## src/design/skp_pkg.sv

```systemverilog
// Constants, keyword dictionary and helper functions of the keyword parser.
package skp_pkg;

    // ----------------------------------------------------------------
    // Character codes
    // ----------------------------------------------------------------
    localparam logic [7:0] CH_LF = 8'h0a;
    localparam logic [7:0] CH_SPACE = 8'h20;
    localparam logic [7:0] CH_COLON = 8'h3a;
    localparam logic [7:0] CH_SEMI = 8'h3b;
    localparam logic [7:0] CH_QUERY = 8'h3f;
    localparam logic [7:0] CH_UP_A = 8'h41;
    localparam logic [7:0] CH_UP_Z = 8'h5a;
    localparam logic [7:0] CH_LO_A = 8'h61;
    localparam logic [7:0] CH_LO_Z = 8'h7a;
    localparam logic [7:0] CASE_MASK = 8'hdf;

    // ----------------------------------------------------------------
    // Keyword dictionary
    // ----------------------------------------------------------------
    localparam int NKW = 16;
    localparam int KW_IDX_W = 4;
    localparam logic [3:0] KW_MAX = 4'hc;
    localparam logic [3:0] SHORT_MAX = 4'h4;
    localparam logic [3:0] SHORT_VOWEL = 4'h3;
    localparam int VOWEL_POS = 8;

    // Entries are left justified: element 11 holds the first letter.
    localparam logic [NKW-1:0][11:0][7:0] KW_TEXT = {
        "LIST        ", "MODE        ", "SOURCE      ", "OUTPUT      ",
        "TRIGGER     ", "IMMEDIATE   ", "LEVEL       ", "EVENT       ",
        "ENABLE      ", "CONDITION   ", "QUESTIONABLE", "OPERATION   ",
        "STATUS      ", "MEASURE     ", "CURRENT     ", "VOLTAGE     "
    };
    localparam logic [NKW-1:0][3:0] KW_LEN = {
        4'h4, 4'h4, 4'h6, 4'h6, 4'h7, 4'h9, 4'h5, 4'h5,
        4'h6, 4'h9, 4'hc, 4'h9, 4'h6, 4'h7, 4'h7, 4'h7
    };

    typedef enum logic [1:0] {
        SKP_KEY, SKP_QUERY, SKP_PARAM, SKP_SKIP
    } skp_fsm_t;

    // ----------------------------------------------------------------
    // Helpers
    // ----------------------------------------------------------------
    function automatic logic isVowel(input logic [7:0] c);
        return c == "A" || c == "E" || c == "I" || c == "O" || c == "U";
    endfunction

    function automatic logic [3:0] kwShortLen(input int k);
        logic [3:0] len;
        len = KW_LEN[k];
        if (len <= SHORT_MAX) begin
            return len;
        end
        return isVowel(KW_TEXT[k][VOWEL_POS]) ? SHORT_VOWEL : SHORT_MAX;
    endfunction

    // Bit 4 flags a hit, bits 3:0 give the lowest matching entry.
    function automatic logic [KW_IDX_W:0] kwHit(input logic [NKW-1:0] m,
                                                 input logic [3:0] cnt);
        logic [KW_IDX_W:0] r;
        r = '0;
        for (int k = NKW - 1; k >= 0; k--) begin
            if (m[k] && cnt != 4'h0 &&
                (cnt == KW_LEN[k] || cnt == kwShortLen(k))) begin
                r = {1'b1, KW_IDX_W'(k)};
            end
        end
        return r;
    endfunction

endpackage

```

## src/design/skp_param_buf.sv

```systemverilog
// Parameter text buffer with registered read data.
`timescale 1ns/1ps
`default_nettype none
module skp_param_buf #(
    parameter int WIDTH = 8,
    parameter int DEPTH = 32
) (
    input wire logic clk_sys,
    input wire logic sys_rst,
    input wire logic wrEn,
    input wire logic [$clog2(DEPTH)-1:0] wrAddr,
    input wire logic [WIDTH-1:0] wrData,
    input wire logic [$clog2(DEPTH)-1:0] rdAddr,
    output logic [WIDTH-1:0] rdData
);

    typedef struct packed {
        logic [DEPTH-1:0][WIDTH-1:0] mem;
        logic [WIDTH-1:0] rdData;
    } skp_buf_t;

    skp_buf_t st_q;
    skp_buf_t st_d;

    always_comb begin
        st_d = st_q;
        if (wrEn) begin
            st_d.mem[wrAddr] = wrData;
        end
        st_d.rdData = st_q.mem[rdAddr];
    end

    always_ff @(posedge clk_sys or posedge sys_rst) begin
        if (sys_rst) begin
            st_q <= '0;
        end else begin
            st_q <= st_d;
        end
    end

    assign rdData = st_q.rdData;

endmodule // skp_param_buf
`default_nettype wire

```

## src/design/skp_parser.sv

```systemverilog
// Character-level keyword parser for text program messages.
// Functional notes
// - A character with the end-of-line qualifier ends the message.
// - A unit may end in one parameter set off by a space.
// - Keywords match in long form or in their 3 or 4 letter short form.
// - Any other truncation of a keyword is reported as an error.
// - Keyword letters are matched without regard to case.
// - A colon between keywords moves one level down the hierarchy.
// - A colon opening a unit returns the position to the top level.
// - The line feed is a second terminator and ends the message like the qualifier.
// - Semicolons split units; after a valid unit the next unit keeps the previous level.
// - A question mark after the last keyword makes the unit a query.
`timescale 1ns/1ps
`default_nettype none
module skp_parser #(
    parameter int MAX_DEPTH = 4,
    parameter int PARAM_DEPTH = 32
) (
    input wire logic clk_sys,
    input wire logic sys_rst,
    input wire logic chValid,
    input wire logic [7:0] chData,
    input wire logic chEol,
    input wire logic errClr,
    input wire logic [$clog2(PARAM_DEPTH)-1:0] paramRdAddr,
    output logic unitValid,
    output logic [MAX_DEPTH*skp_pkg::KW_IDX_W-1:0] unitPath,
    output logic [$clog2(MAX_DEPTH+1)-1:0] unitDepth,
    output logic unitQuery,
    output logic [$clog2(PARAM_DEPTH+1)-1:0] unitParamLen,
    output logic [7:0] paramRdData,
    output logic parseErr
);

    localparam int DW = $clog2(MAX_DEPTH + 1);
    localparam int PW = $clog2(PARAM_DEPTH + 1);
    localparam int AW = $clog2(PARAM_DEPTH);
    localparam int NKW = skp_pkg::NKW;

    typedef struct packed {
        skp_pkg::skp_fsm_t fsm;
        logic [NKW-1:0] match;
        logic [3:0] cnt;
        logic [DW-1:0] depth;
        logic [MAX_DEPTH-1:0][skp_pkg::KW_IDX_W-1:0] path;
        logic unitStart;
        logic query;
        logic [PW-1:0] paramLen;
        logic err;
        logic outValid;
        logic [MAX_DEPTH-1:0][skp_pkg::KW_IDX_W-1:0] outPath;
        logic [DW-1:0] outDepth;
        logic outQuery;
        logic [PW-1:0] outParamLen;
    } skp_state_t;

    skp_state_t st_q;
    skp_state_t st_d;
    logic [7:0] chUp;
    logic isLetter;
    logic [3:0] kwPos;
    logic [NKW-1:0] charEq;
    logic pWr;
    logic errSet;
    logic wasSkip;

    // ----------------------------------------------------------------
    // Character classification
    // ----------------------------------------------------------------
    // Folding to upper case before the compare keeps one dictionary copy.
    assign isLetter = (chData >= skp_pkg::CH_UP_A &&
                       chData <= skp_pkg::CH_UP_Z) ||
                      (chData >= skp_pkg::CH_LO_A &&
                       chData <= skp_pkg::CH_LO_Z);
    assign chUp = isLetter ? (chData & skp_pkg::CASE_MASK) : chData;
    assign kwPos = skp_pkg::KW_MAX - 4'h1 - st_q.cnt;

    for (genvar k = 0; k < NKW; k++) begin : g_cmp
        assign charEq[k] = (st_q.cnt < skp_pkg::KW_LEN[k]) &&
                           (skp_pkg::KW_TEXT[k][kwPos] == chUp);
    end

    // ----------------------------------------------------------------
    // Unit helpers
    // ----------------------------------------------------------------
    function automatic skp_state_t pushKw(input skp_state_t s);
        skp_state_t r;
        logic [skp_pkg::KW_IDX_W:0] h;
        r = s;
        h = skp_pkg::kwHit(s.match, s.cnt);
        if (!h[skp_pkg::KW_IDX_W] || s.depth == DW'(MAX_DEPTH)) begin
            r.fsm = skp_pkg::SKP_SKIP;
        end else begin
            r.path[s.depth] = h[skp_pkg::KW_IDX_W-1:0];
            r.depth = s.depth + DW'(1);
            r.cnt = '0;
            r.match = '1;
            r.unitStart = 1'b0;
        end
        return r;
    endfunction

    function automatic skp_state_t emitUnit(input skp_state_t s);
        skp_state_t r;
        r = s;
        r.outValid = 1'b1;
        r.outPath = s.path;
        r.outDepth = s.depth;
        r.outQuery = s.query;
        r.outParamLen = s.paramLen;
        // The next unit continues under the parent of the last keyword.
        r.depth = s.depth - DW'(1);
        r.fsm = skp_pkg::SKP_KEY;
        r.unitStart = 1'b1;
        r.query = 1'b0;
        r.paramLen = '0;
        r.cnt = '0;
        r.match = '1;
        return r;
    endfunction

    // This starts a fresh unit at the top level.
    function automatic skp_state_t restart(input skp_state_t s);
        skp_state_t r;
        r = s;
        r.fsm = skp_pkg::SKP_KEY;
        r.unitStart = 1'b1;
        r.depth = '0;
        r.cnt = '0;
        r.match = '1;
        r.query = 1'b0;
        r.paramLen = '0;
        return r;
    endfunction

    // ----------------------------------------------------------------
    // Next state
    // ----------------------------------------------------------------
    always_comb begin
        st_d = st_q;
        st_d.outValid = 1'b0;
        pWr = 1'b0;
        errSet = 1'b0;
        wasSkip = 1'b0;
        if (chValid) begin
            if (chData != skp_pkg::CH_LF) begin
                unique case (st_q.fsm)
                    skp_pkg::SKP_KEY: begin
                        if (isLetter) begin
                            if (st_q.cnt == skp_pkg::KW_MAX) begin
                                st_d.fsm = skp_pkg::SKP_SKIP;
                            end else begin
                                st_d.match = st_q.match & charEq;
                                st_d.cnt = st_q.cnt + 4'h1;
                            end
                        end else if (chData == skp_pkg::CH_COLON) begin
                            if (st_q.cnt != 4'h0) begin
                                st_d = pushKw(st_q);
                            end else if (st_q.unitStart) begin
                                st_d.depth = '0;
                                st_d.unitStart = 1'b0;
                            end else begin
                                st_d.fsm = skp_pkg::SKP_SKIP;
                            end
                        end else if (chData == skp_pkg::CH_QUERY) begin
                            st_d = pushKw(st_q);
                            if (st_d.fsm != skp_pkg::SKP_SKIP) begin
                                st_d.fsm = skp_pkg::SKP_QUERY;
                                st_d.query = 1'b1;
                            end
                        end else if (chData == skp_pkg::CH_SPACE) begin
                            if (st_q.cnt != 4'h0 || !st_q.unitStart) begin
                                st_d = pushKw(st_q);
                                if (st_d.fsm != skp_pkg::SKP_SKIP) begin
                                    st_d.fsm = skp_pkg::SKP_PARAM;
                                end
                            end
                        end else if (chData == skp_pkg::CH_SEMI) begin
                            st_d = pushKw(st_q);
                            if (st_d.fsm != skp_pkg::SKP_SKIP) begin
                                st_d = emitUnit(st_d);
                            end else begin
                                // The separator that ends a bad unit is
                                // also where the next unit starts.
                                errSet = 1'b1;
                                st_d = restart(st_d);
                            end
                        end else begin
                            st_d.fsm = skp_pkg::SKP_SKIP;
                        end
                    end
                    skp_pkg::SKP_QUERY: begin
                        if (chData == skp_pkg::CH_SPACE) begin
                            st_d.fsm = skp_pkg::SKP_PARAM;
                        end else if (chData == skp_pkg::CH_SEMI) begin
                            st_d = emitUnit(st_q);
                        end else begin
                            st_d.fsm = skp_pkg::SKP_SKIP;
                        end
                    end
                    skp_pkg::SKP_PARAM: begin
                        if (chData == skp_pkg::CH_SEMI) begin
                            st_d = emitUnit(st_q);
                        end else if (st_q.paramLen == PW'(PARAM_DEPTH)) begin
                            st_d.fsm = skp_pkg::SKP_SKIP;
                        end else begin
                            pWr = 1'b1;
                            st_d.paramLen = st_q.paramLen + PW'(1);
                        end
                    end
                    skp_pkg::SKP_SKIP: begin
                        if (chData == skp_pkg::CH_SEMI) begin
                            st_d = restart(st_d);
                        end
                    end
                endcase
                errSet = errSet || (st_d.fsm == skp_pkg::SKP_SKIP &&
                                    st_q.fsm != skp_pkg::SKP_SKIP);
            end
            // A qualified character is consumed first and then ends the
            // message, so the last letter of a keyword may carry it.
            if (chData == skp_pkg::CH_LF || chEol) begin
                wasSkip = st_d.fsm == skp_pkg::SKP_SKIP;
                unique case (st_d.fsm)
                    skp_pkg::SKP_KEY: begin
                        if (st_d.cnt != 4'h0) begin
                            st_d = pushKw(st_d);
                            if (st_d.fsm != skp_pkg::SKP_SKIP) begin
                                st_d = emitUnit(st_d);
                            end
                        end else if (!st_d.unitStart) begin
                            st_d.fsm = skp_pkg::SKP_SKIP;
                        end
                    end
                    skp_pkg::SKP_QUERY, skp_pkg::SKP_PARAM: begin
                        st_d = emitUnit(st_d);
                    end
                    skp_pkg::SKP_SKIP: begin
                    end
                endcase
                if (st_d.fsm == skp_pkg::SKP_SKIP && !wasSkip) begin
                    errSet = 1'b1;
                end
                st_d = restart(st_d);
            end
        end
        // A new error outranks a clear in the same cycle.
        st_d.err = errSet || (st_q.err && !errClr);
    end

    always_ff @(posedge clk_sys or posedge sys_rst) begin
        if (sys_rst) begin
            st_q <= '0;
            st_q.match <= '1;
            st_q.unitStart <= 1'b1;
        end else begin
            st_q <= st_d;
        end
    end

    // The buffer is rewritten by the next unit, so parameter text must be
    // read before the following unit writes its first parameter byte.
    skp_param_buf #(
        .WIDTH(8),
        .DEPTH(PARAM_DEPTH)
    ) u_buf (
        .clk_sys(clk_sys),
        .sys_rst(sys_rst),
        .wrEn(pWr),
        .wrAddr(st_q.paramLen[AW-1:0]),
        .wrData(chData),
        .rdAddr(paramRdAddr),
        .rdData(paramRdData)
    );

    assign unitValid = st_q.outValid;
    assign unitPath = st_q.outPath;
    assign unitDepth = st_q.outDepth;
    assign unitQuery = st_q.outQuery;
    assign unitParamLen = st_q.outParamLen;
    assign parseErr = st_q.err;

    logic [skp_pkg::KW_IDX_W:0] hitVec;
    logic hitAny;
    logic inKey;
    assign hitVec = skp_pkg::kwHit(st_q.match, st_q.cnt);
    assign hitAny = hitVec[skp_pkg::KW_IDX_W];
    assign inKey = chValid && !chEol && st_q.fsm == skp_pkg::SKP_KEY;
endmodule // skp_parser
`default_nettype wire

```

## config.mk

```make
export PLATFORM = sky130hd
export DESIGN_NAME = skp_parser
export DESIGN_NICKNAME = d
export VERILOG_FILES = /design/src/design/skp_pkg.sv /design/src/design/skp_param_buf.sv /design/src/design/skp_parser.sv
export SDC_FILE = /design/constraint.sdc
export NUM_CORES = 1
export LEC_CHECK = 0
export BUFFER_PORTS_ARGS = -buffer_cell sky130_fd_sc_hd__buf_2
export CELL_PAD_IN_SITES_DETAIL_PLACEMENT = 2
export CELL_PAD_IN_SITES_GLOBAL_PLACEMENT = 2
export CORE_MARGIN = 2
export CORE_UTILIZATION = 43
export CTS_CLUSTER_SIZE = 40
export DETAILED_ROUTE_END_ITERATION = 16
export PLACE_DENSITY_LB_ADDON = 0.1
export SLEW_MARGIN = 25
export SYNTH_ARGS = -nofsm -noshare
export SYNTH_HDL_FRONTEND = slang
export SYNTH_SLANG_ARGS = --single-unit
```

## constraint.sdc

```tcl
create_clock -name clk_sys -period 11 [get_ports clk_sys]
set_input_delay 0 -clock clk_sys [delete_from_list [all_inputs] [get_ports clk_sys]]
set_output_delay 0 -clock clk_sys [all_outputs]
set_load 0.005 [all_outputs]
```

# == Word-level counts from Yosys, hierarchy flattened ==
# Memories as Yosys holds them, arrays and structs flattened.
# Cells that the tools add are included.
# word_totals
reg_bits,341
out_inout_bits,36
mem_count,16
elab_cells,657
inputBits,18
rom_bits,2048
# memory_table
memory,words,width,rd,rd_clocked_by_memory_dff,write_ports,line_no,text
(no name shown),16,8,1,0,0,skp_parser.sv:80,(skp_pkg::KW_TEXT[k][kwPos] == chUp);
(no name shown),16,8,1,0,0,skp_parser.sv:80,
(no name shown),16,8,1,0,0,skp_parser.sv:80,
(no name shown),16,8,1,0,0,skp_parser.sv:80,
(no name shown),16,8,1,0,0,skp_parser.sv:80,
(no name shown),16,8,1,0,0,skp_parser.sv:80,
10 more memories,-,-,-,-,-,-,
# classes
order_cmp,18
n_bitwise,1
muxes,357
reduce_logical,141
eq_ne,62
n_addsub,9
# ops
op,n
$mux 77,13
$mux 5,112
$mux 40,8
$pmux 77 s4,1
$mux 75,4
$mux 4,66
$bwmux 256,1
$mux 20,11
$pmux 77 s2,1
$mux 8,18
$eq 8x8->1,16
$mux 55,2
$logic_and 1x1->1,94
$mux 2,43
$mux 27,3
$bwmux 16,5
$mux 1,52
$mux 41,1
$bmux 8 s5,1
$demux 8 s5,1
$eq 4x4->1,10
$logic_or 1x1->1,34
$eq 4x3->1 const B,8
$eq 8x6->1 const B,4
other kinds (33),79

# == Longest topological paths before layout ==
# Gate-level depths: netlist (run 1).
# logic_depth
word_depth,119
ltp_mapped,26
mapped_depth_nobuf,21

# == Modules after synthesis ==
# Synthesis (run 1) repeated with hierarchy kept, for this count alone.
# hier_totals
hier_cells,2166
hier_area_um2,22122.5
# modules_own_cells
mod,area_each_um2,n_inst,cells_each
skp_param_buf,11912.7,1,716
skp_parser,10209.8,1,1450

# == Worst setup path before layout (run 1) ==
# No wires, ideal clock.
# synth_timing
path_type,register to register
from,register st_q[56] (netlist name)
to,register st_q (netlist bit unitPath[10])
path_buffers,5
path_slack_ps,5489
setup_ps,130
stages_incl_launch_ff,25
arrival_ps,5381
synth_period_minus_slack_ps,5511
path_cell_list,dfrtp_1 clkbuf_1 clkbuf_1 inv_1 ha_1 buf_6 a22o_2 a32o_2 a2111oi_4 a21oi_1 clkbuf_1 mux2i_1 ha_1 o21ai_0 o211ai_1 o211ai_1 o2111a_1 inv_1 ha_1 nand3_1 and2_0 o31ai_4 buf_6 o31ai_1 o211ai_1
# synth_via
elab_chain_len,77
word_cells_on_any_way,415
classes_between,add/sub (3); order compare (8); eq/ne (47); mux (214); bitwise (1); reduce/logical (126); memory (16)
# synth_lines
element,line_no,text
start: declaration,skp_parser.sv:57,skp_state_t st_q;
start signal: assignment,skp_parser.sv:257,st_q <= st_d;
$eq 4x3->1 (tied with other cells),-,
$logic_or 1x1->1 / $logic_and 1x1->1 (equally long branches),-,
$logic_and 1x1->1,skp_pkg.sv:66,if (m[k] && cnt != 4'h0 &&
$mux 5 (16 in a row),skp_pkg.sv:66,
$mux 5,skp_parser.sv:172,if (st_q.cnt != 4'h0 || !st_q.unitStart) begin
$mux 5,skp_parser.sv:171,end else if (chData == skp_pkg::CH_SPACE) begin
$mux 5,skp_parser.sv:165,end else if (chData == skp_pkg::CH_QUERY) begin
$mux 5,skp_parser.sv:156,end else if (chData == skp_pkg::CH_COLON) begin
(+46 left out),-,
$mux 2,skp_parser.sv:145,if (chValid) begin
$ne 2x2->1,skp_parser.sv:228,if (st_d.fsm != skp_pkg::SKP_SKIP) begin
$mux 77,skp_parser.sv:228,
$mux 75,skp_parser.sv:226,if (st_d.cnt != 4'h0) begin
$pmux 77 s2,skp_parser.sv:224,unique case (st_d.fsm)
$mux 77,skp_parser.sv:222,if (chData == skp_pkg::CH_LF || chEol) begin
$mux 77,skp_parser.sv:145,
$mux 77 (*),skp_parser.sv:222,
# Mark *: on every way between the ends. The rest lies on a longest branch, timed or not. The select of a mux whose other input is x is not followed.
# A chain may end at the register's enable or synchronous reset.

# == Worst setup path after layout (run 1) ==
# layout_timing
from,register st_q[55] (netlist name)
to,register st_q (netlist bit unitPath[14])
# The elaborated chain is that of the path after synthesis.

==> impl_metrics.env, run 1 <==
export IMPL_status="finished clean"
export IMPL_initial_core_util=0.436
export IMPL_hold_start="chValid"
export IMPL_ioPinCount=54
export IMPL_antenna_left=0
export IMPL_avgViaCountPerCell=6.86
export IMPL_cts_resized=0
export IMPL_clock_latency_ns=0.58
export IMPL_yosysUniqueCellTypes=121
export IMPL_grt_max_degree=161
export IMPL_min_to="st_q[62]$_DFFE_PP1P_"
export IMPL_syn_area_um2=22900
export IMPL_synth_cells=2235
export IMPL_synth_edf_count=0
export IMPL_cp_max_fo=27
export IMPL_yosysWarningCount=0
export IMPL_vdd_drop_max_v=0.000136
export IMPL_cp_arrival_ns=8.07
export IMPL_die_w_um=235
export IMPL_antenna_found_initial=0
export IMPL_gp_congestion=0.900
export IMPL_htree_levels=2
export IMPL_tns_ns=0
export IMPL_crit_required_ns=11.43
export IMPL_cts_buffers=41
export IMPL_regToRegStartpoint="st_q[55]$_DFFE_PP0P_"
export IMPL_hp_class="input pin to flip-flop"
export IMPL_final_period_utilization=0.695
export IMPL_core_area_um2=52600
export IMPL_path_clk_slew_ns=0.06
export IMPL_routedWlPerCell_um=32.7
export IMPL_clockBufferDepth=3
export IMPL_fp_row_count=84
export IMPL_crit_path_start_kind="flip-flop"
export IMPL_die_y_um=235
export IMPL_syn_to_final_growth_pct=7.78
export IMPL_hpwl_um=60000
export IMPL_worstMarginPinSlew_ns=1.12
export IMPL_drt_total_wl_um=93700
export IMPL_hold_viol=0
export IMPL_leakagePower_nw=10.4
export IMPL_synth_avg_cell_area_um2=10.2
export IMPL_hold_path_depth=4
export IMPL_groute_usage_overall=0.338
export IMPL_synthDominantCellAreaShare=0.354
export IMPL_overflow=0
export IMPL_max_slew_margin=0.249
export IMPL_n_antenna_cell=0
export IMPL_first_global_vias=21300
export IMPL_slew_violations=0
export IMPL_critPathCaptureType="flip-flop"
export IMPL_clock_sinks=341
export IMPL_fin_total_pwr_w=0.00391
export IMPL_synth_largest_area_cell="dfrtp_1"
export IMPL_drive_gt1_frac=0.275
export IMPL_async_reset_ff_frac=1.00
export IMPL_cts_tree="yes"
export IMPL_synth_nets=2285
export IMPL_reg2reg_slack_ns=3.36
export IMPL_fp_dieArea_um2=55100
export IMPL_dr_pass1_iters=5
export IMPL_ys_flop_type="dfrtp_1"
export IMPL_drt_iter0_drc=1572
export IMPL_ys_seq_area_frac=0.374
export IMPL_vias=19700
export IMPL_root_buffer="clkbuf_16"
export IMPL_grt_setup_unrepaired="no"
export IMPL_io_buffers=53
export IMPL_power_density_nw_per_um2=159
export IMPL_worstSetupPathType="flip-flop to flip-flop"
export IMPL_final_nets=2205
export IMPL_r2r_end="unitPath[14]$_DFFE_PP0P_"
export IMPL_max_freq_ghz=0.131
export IMPL_synthTopCellsByArea="dfrtp_1, mux2_2, mux4_2, a21oi_1, o21ai_0"
export IMPL_synth_seq_cells=341
export IMPL_maxCapViolCount=0
export IMPL_setup_violations=0
export IMPL_skew_ns=0.0176
export IMPL_post_route_min_period_ns=7.64
export IMPL_reg2regPathDepth=19
export IMPL_drc=0
export IMPL_grt_pass1_wl_um=144000
placed cells by master, fill, tap and decap left out, types with 22 or more instances in the layout:
cell / count
dfrtp_1: 324
mux2_2: 274
nor2_1: 154
nand2_1: 140
a21oi_1: 136
o21ai_0: 123
mux4_2: 80
buf_2: 51
inv_1: 43
clkbuf_16: 42
buf_4: 37
nand3_1: 36
a31oi_1: 36
nor3_1: 35
o22ai_1: 34
mux2i_1: 32
xnor2_1: 32
ha_1: 31
o211ai_1: 29
o221ai_1: 22
metrics by stage:
stage	utilization	worst slack, ns	instances	hold slack [ns]	cell area (um^2)
2_1_floorplan	-	1.58	2235	0.0990	22900
3_3_place_gp	0.443	3.87	2797	0.204	23300
3_5_place_dp	0.443	3.30	2797	0.222	23300
4_1_cts	0.469	3.18	2868	0.0572	24700
5_1_grt	0.469	2.88	2868	0.0943	24700
6_report	0.469	3.36	2868	0.0972	24700
cell usage after synthesis, drive strengths merged (11+ instances only):
library cell,instances
a211oi,23
a21o,12
a21oi,142
a221o,11
a221oi,19
a31oi,37
and2,22
and3,12
buf,71
clkbuf,146
dfrtp,324
dfstp,17
ha,32
inv,44
mux2,274
mux2i,32
mux4,80
nand2,140
nand2b,19
nand3,37
nand4,12
nor2,158
nor2b,16
nor3,36
nor4,14
o211ai,31
o21a,14
o21ai,138
o221ai,23
o22a,11
o22ai,35
o31ai,23
or2,12
or3,12
xnor2,32
critical path: stages, from the launching register on:
cell and delay (ns):
dfrtp_1 1.02, clkinv_1 0.55, ha_1 0.59, nand2_1 0.68
o211ai_1 0.34, and4_2 0.41, a21oi_2 0.59, mux2i_1 0.44
ha_1 0.30, o21ai_0 0.18, o211ai_1 0.12, o211ai_1 0.21
o2111a_1 0.31, inv_1 0.11, ha_1 0.22, nand3_1 0.14
and2_0 0.41, o31ai_4 0.35, a2111oi_0 0.43, a211oi_1 0.08
flip-flops by register name, indices dropped and copies added, names as in the netlist:
name and flops:
unitPath 16, unitQuery 1, st_q 49, u_buf.rdData 8, u_buf.st_q 256, parseErr 1, unitParamLen 6, unitValid 1
unitDepth 3
area by class of cell:
type,instances,area [um^2]
Clock buffer,54,1160
Clock inverter,14,183
Fill cell,5400,27900
Inverter,47,184
Multi-Input combinational cell,1630,13100
Sequential cell,341,8550
Tap cell,688,861
Timing Repair Buffer,94,606
worst max path at each step:
stage / to / startpoint / slack [ns] / cells past startpoint
after CTS: unitPath[14]$_DFFE_PP0P_ / st_q[55]$_DFFE_PP0P_ / 3.18 / 19
after global placement: unitPath[14]$_DFFE_PP0P_ / st_q[55]$_DFFE_PP0P_ / 3.87 / 19
after floorplan: parseErr$_DFF_PP0_ / sys_rst / 1.58 / 1
after global routing: unitPath[14]$_DFFE_PP0P_ / st_q[55]$_DFFE_PP0P_ / 2.88 / 19
final: unitPath[14]$_DFFE_PP0P_ / st_q[55]$_DFFE_PP0P_ / 3.36 / 19
after detailed placement: unitPath[14]$_DFFE_PP0P_ / st_q[55]$_DFFE_PP0P_ / 3.30 / 19
metal layers:
metal | up-vias | part of all wire | track usage
met4 | 0 | 0.032 | 0.109
met2 | 613 | 0.49 | 0.568
met3 | 180 | 0.042 | 0.0363
li1 | 8265 | - | -
met1 | 10600 | 0.44 | 0.458
met5 | - | 0 | 0
report_power, final:
group	internal (W)	total, W	switching, W
Sequential	0.00136	0.00150	0.000131
Clock	0.000812	0.00140	0.000591
Combinational	0.000372	0.00102	0.000645
Total	0.00255	0.00391	0.00137
what timing repair did:
| action | 4_1_cts | 5_1_grt |
|---|---|---|
| endpoints found under the hold margin | 99 | 0 |
| hold buffers | 3 | 0 |
| buffers inserted | 0 | 0 |
| endpoints found under the setup margin | 0 | 0 |
logic make-up after synthesis:
family,synth area share
adder cells (fa/ha/maj),0.0179
AND/OR/NAND/NOR,0.118
XOR/XNOR,0.0161
flip-flops,0.374
multiplexers,0.227
buffers and inverters,0.0545
AO/OA/AOI/OAI,0.192
Note: power is estimated with default switching activity, not from simulation.
==> inputs of run 2 (changes only) <==
--- a/config.mk
+++ b/config.mk
@@ -9,7 +9,7 @@
 export CELL_PAD_IN_SITES_DETAIL_PLACEMENT = 2
 export CELL_PAD_IN_SITES_GLOBAL_PLACEMENT = 2
 export CORE_MARGIN = 2
-export CORE_UTILIZATION = 43
+export CORE_UTILIZATION = 38
 export CTS_CLUSTER_SIZE = 40
 export DETAILED_ROUTE_END_ITERATION = 16
 export PLACE_DENSITY_LB_ADDON = 0.1
==> constraint.sdc (replaced) <==
create_clock -name clk_sys -period 6.2 [get_ports clk_sys]
set_input_delay 0 -clock clk_sys [delete_from_list [all_inputs] [get_ports clk_sys]]
set_output_delay 0 -clock clk_sys [all_outputs]
set_load 0.005 [all_outputs]
==> impl_metrics.env, run 2 (same netlist as run 1, synthesis figures left out) <==
export IMPL_status="finished clean"
export IMPL_final_nets=2239
export IMPL_core_area_um2=59200
export IMPL_worstSetupPathType="flip-flop to flip-flop"
export IMPL_cp_max_fo=12
export IMPL_hpwl_um=62600
export IMPL_power_density_nw_per_um2=279
export IMPL_multi_input_area_um2=13100
export IMPL_syn_to_final_growth_pct=9.68
export IMPL_clock_latency_ns=0.59
export IMPL_drive_gt1_frac=0.285
export IMPL_root_buffer="clkbuf_16"
export IMPL_fp_row_count=89
export IMPL_crit_path_start_kind="flip-flop"
export IMPL_fillers=6153
export IMPL_io_buffers=53
export IMPL_initial_core_util=0.386
export IMPL_avgViaCountPerCell=6.45
export IMPL_slew_violations=0
export IMPL_worstMarginPinSlew_ns=1.14
export IMPL_grt_max_degree=179
export IMPL_grt_setup_unrepaired="no"
export IMPL_die_y_um=249
export IMPL_drt_total_wl_um=90900
export IMPL_register_area_um2=8550
export IMPL_grt_pass1_wl_um=138000
export IMPL_dr_pass1_iters=5
export IMPL_first_global_vias=20800
export IMPL_hold_slack_ns=0.0780
export IMPL_vias=19300
export IMPL_cts_buffers=41
export IMPL_htree_levels=2
export IMPL_clockBufferDepth=3
export IMPL_overflow=0
export IMPL_final_cells=2994
export IMPL_die_w_um=249
export IMPL_maxCapViolCount=0
export IMPL_critPathCaptureType="flip-flop"
export IMPL_antenna_left=0
export IMPL_setup_violations=0
export IMPL_vdd_drop_max_v=0.000198
export IMPL_dpl_cell_area_um2=23600
export IMPL_drc=0
export IMPL_final_common_cell="dfrtp_1"
export IMPL_dp_cells=2910
export IMPL_post_route_min_period_ns=5.83
export IMPL_groute_usage_overall=0.290
export IMPL_hp_class="input pin to flip-flop"
export IMPL_max_freq_ghz=0.172
export IMPL_crit_required_ns=6.64
export IMPL_ioPinCount=54
export IMPL_fp_dieArea_um2=62200
export IMPL_gp_congestion=0.895
export IMPL_cp_arrival_ns=6.27
export IMPL_final_area_um2=25100
export IMPL_drt_iter0_drc=1407
export IMPL_final_period_utilization=0.940
export IMPL_largest_reg_flops=256
export IMPL_leakagePower_nw=10.6
export IMPL_max_slew_margin=0.240
export IMPL_clock_sinks=341
export IMPL_hold_viol=0
export IMPL_routedWlPerCell_um=30.4
export IMPL_tns_ns=0
export IMPL_top_register="u_buf.st_q"
export IMPL_path_clk_slew_ns=0.07
export IMPL_skew_ns=0.0248
export IMPL_post_cts_setup_buffer_count=0
export IMPL_cts_tree="yes"
export IMPL_mostFrequentLayoutCells="dfrtp_1, mux2_2, nor2_1"
export IMPL_antenna_found_initial=2
run 2: cell type report:
cell class / count / area share
Multi-Input combinational cell: 1630 / 0.522
Sequential cell: 341 / 0.341
Clock buffer: 54 / 0.0456
Tap cell: 773 / 0.0385
Timing Repair Buffer: 128 / 0.0352
Clock inverter: 20 / 0.0104
Inverter: 47 / 0.00718
Antenna cell: 1 / 0.0000997
run 2: critical path, cell delays in order (launching register included):
cell and delay [ns]:
dfrtp_1 0.53, inv_1 0.23, ha_1 0.42, a21boi_2 0.38, o221ai_1 0.26, and4_2 0.36
a21oi_1 0.27, mux2i_1 0.39, ha_1 0.30, o21ai_0 0.17, o211ai_1 0.12, o211ai_1 0.18
o2111a_1 0.29, inv_1 0.10, ha_1 0.22, nand3_1 0.12, and2_0 0.41, o31ai_4 0.25
buf_4 0.25, a2111oi_0 0.32, a211oi_1 0.09
run 2: worst paths after layout:
check	startpoint	to	slack, ns	cells past startpoint
max in group asynchronous	sys_rst	st_q[44]$_DFFE_PP0P_	4.12	6
worst min-delay path	chEol	st_q[66]$_DFFE_PP1P_	0.08	3
worst max-delay path	st_q[58]$_DFFE_PP0P_	unitPath[14]$_DFFE_PP0P_	0.37	20
worst max register to register	st_q[58]$_DFFE_PP0P_	unitPath[14]$_DFFE_PP0P_	0.37	20
worst min register to register	u_buf.st_q[202]$_DFFE_PP0P_	u_buf.st_q[202]$_DFFE_PP0P_	0.50	1
min in group asynchronous	sys_rst	u_buf.st_q[257]$_DFFE_PP0P_	0.49	4
run 2: repair_timing:
item / CTS / global route
endpoints found under the setup margin: 0 / 7
hold buffers: 7 / 0
hold endpoints to repair: 83 / 0
resized for setup: 0 / 1
run 2: stage by stage:
| stage | util | total power (W) | worst slack (ns) |
|---|---|---|---|
| 2_1_floorplan | - | 0.00389 | 0.689 |
| 3_3_place_gp | 0.398 | 0.00441 | 0.655 |
| 3_5_place_dp | 0.398 | 0.00448 | 0.323 |
| 4_1_cts | 0.423 | 0.00706 | 0.281 |
| 5_1_grt | 0.424 | 0.00734 | 0.0359 |
| 6_report | 0.424 | 0.00701 | 0.370 |
run 2: power breakdown:
| group | switching [W] | internal, W | total [W] |
|---|---|---|---|
| sequential | 0.000226 | 0.00242 | 0.00265 |
| combinational | 0.00115 | 0.000678 | 0.00183 |
| clock | 0.00106 | 0.00148 | 0.00254 |
run 2: routing by layer:
metal  wire length, um  vias up  GRT usage
met2             43100      516      0.475
met4              2900        2     0.0924
met3              4080      154     0.0435
met1             40800    10300      0.396
li1                  -     8321          -
met5                 8        -          0
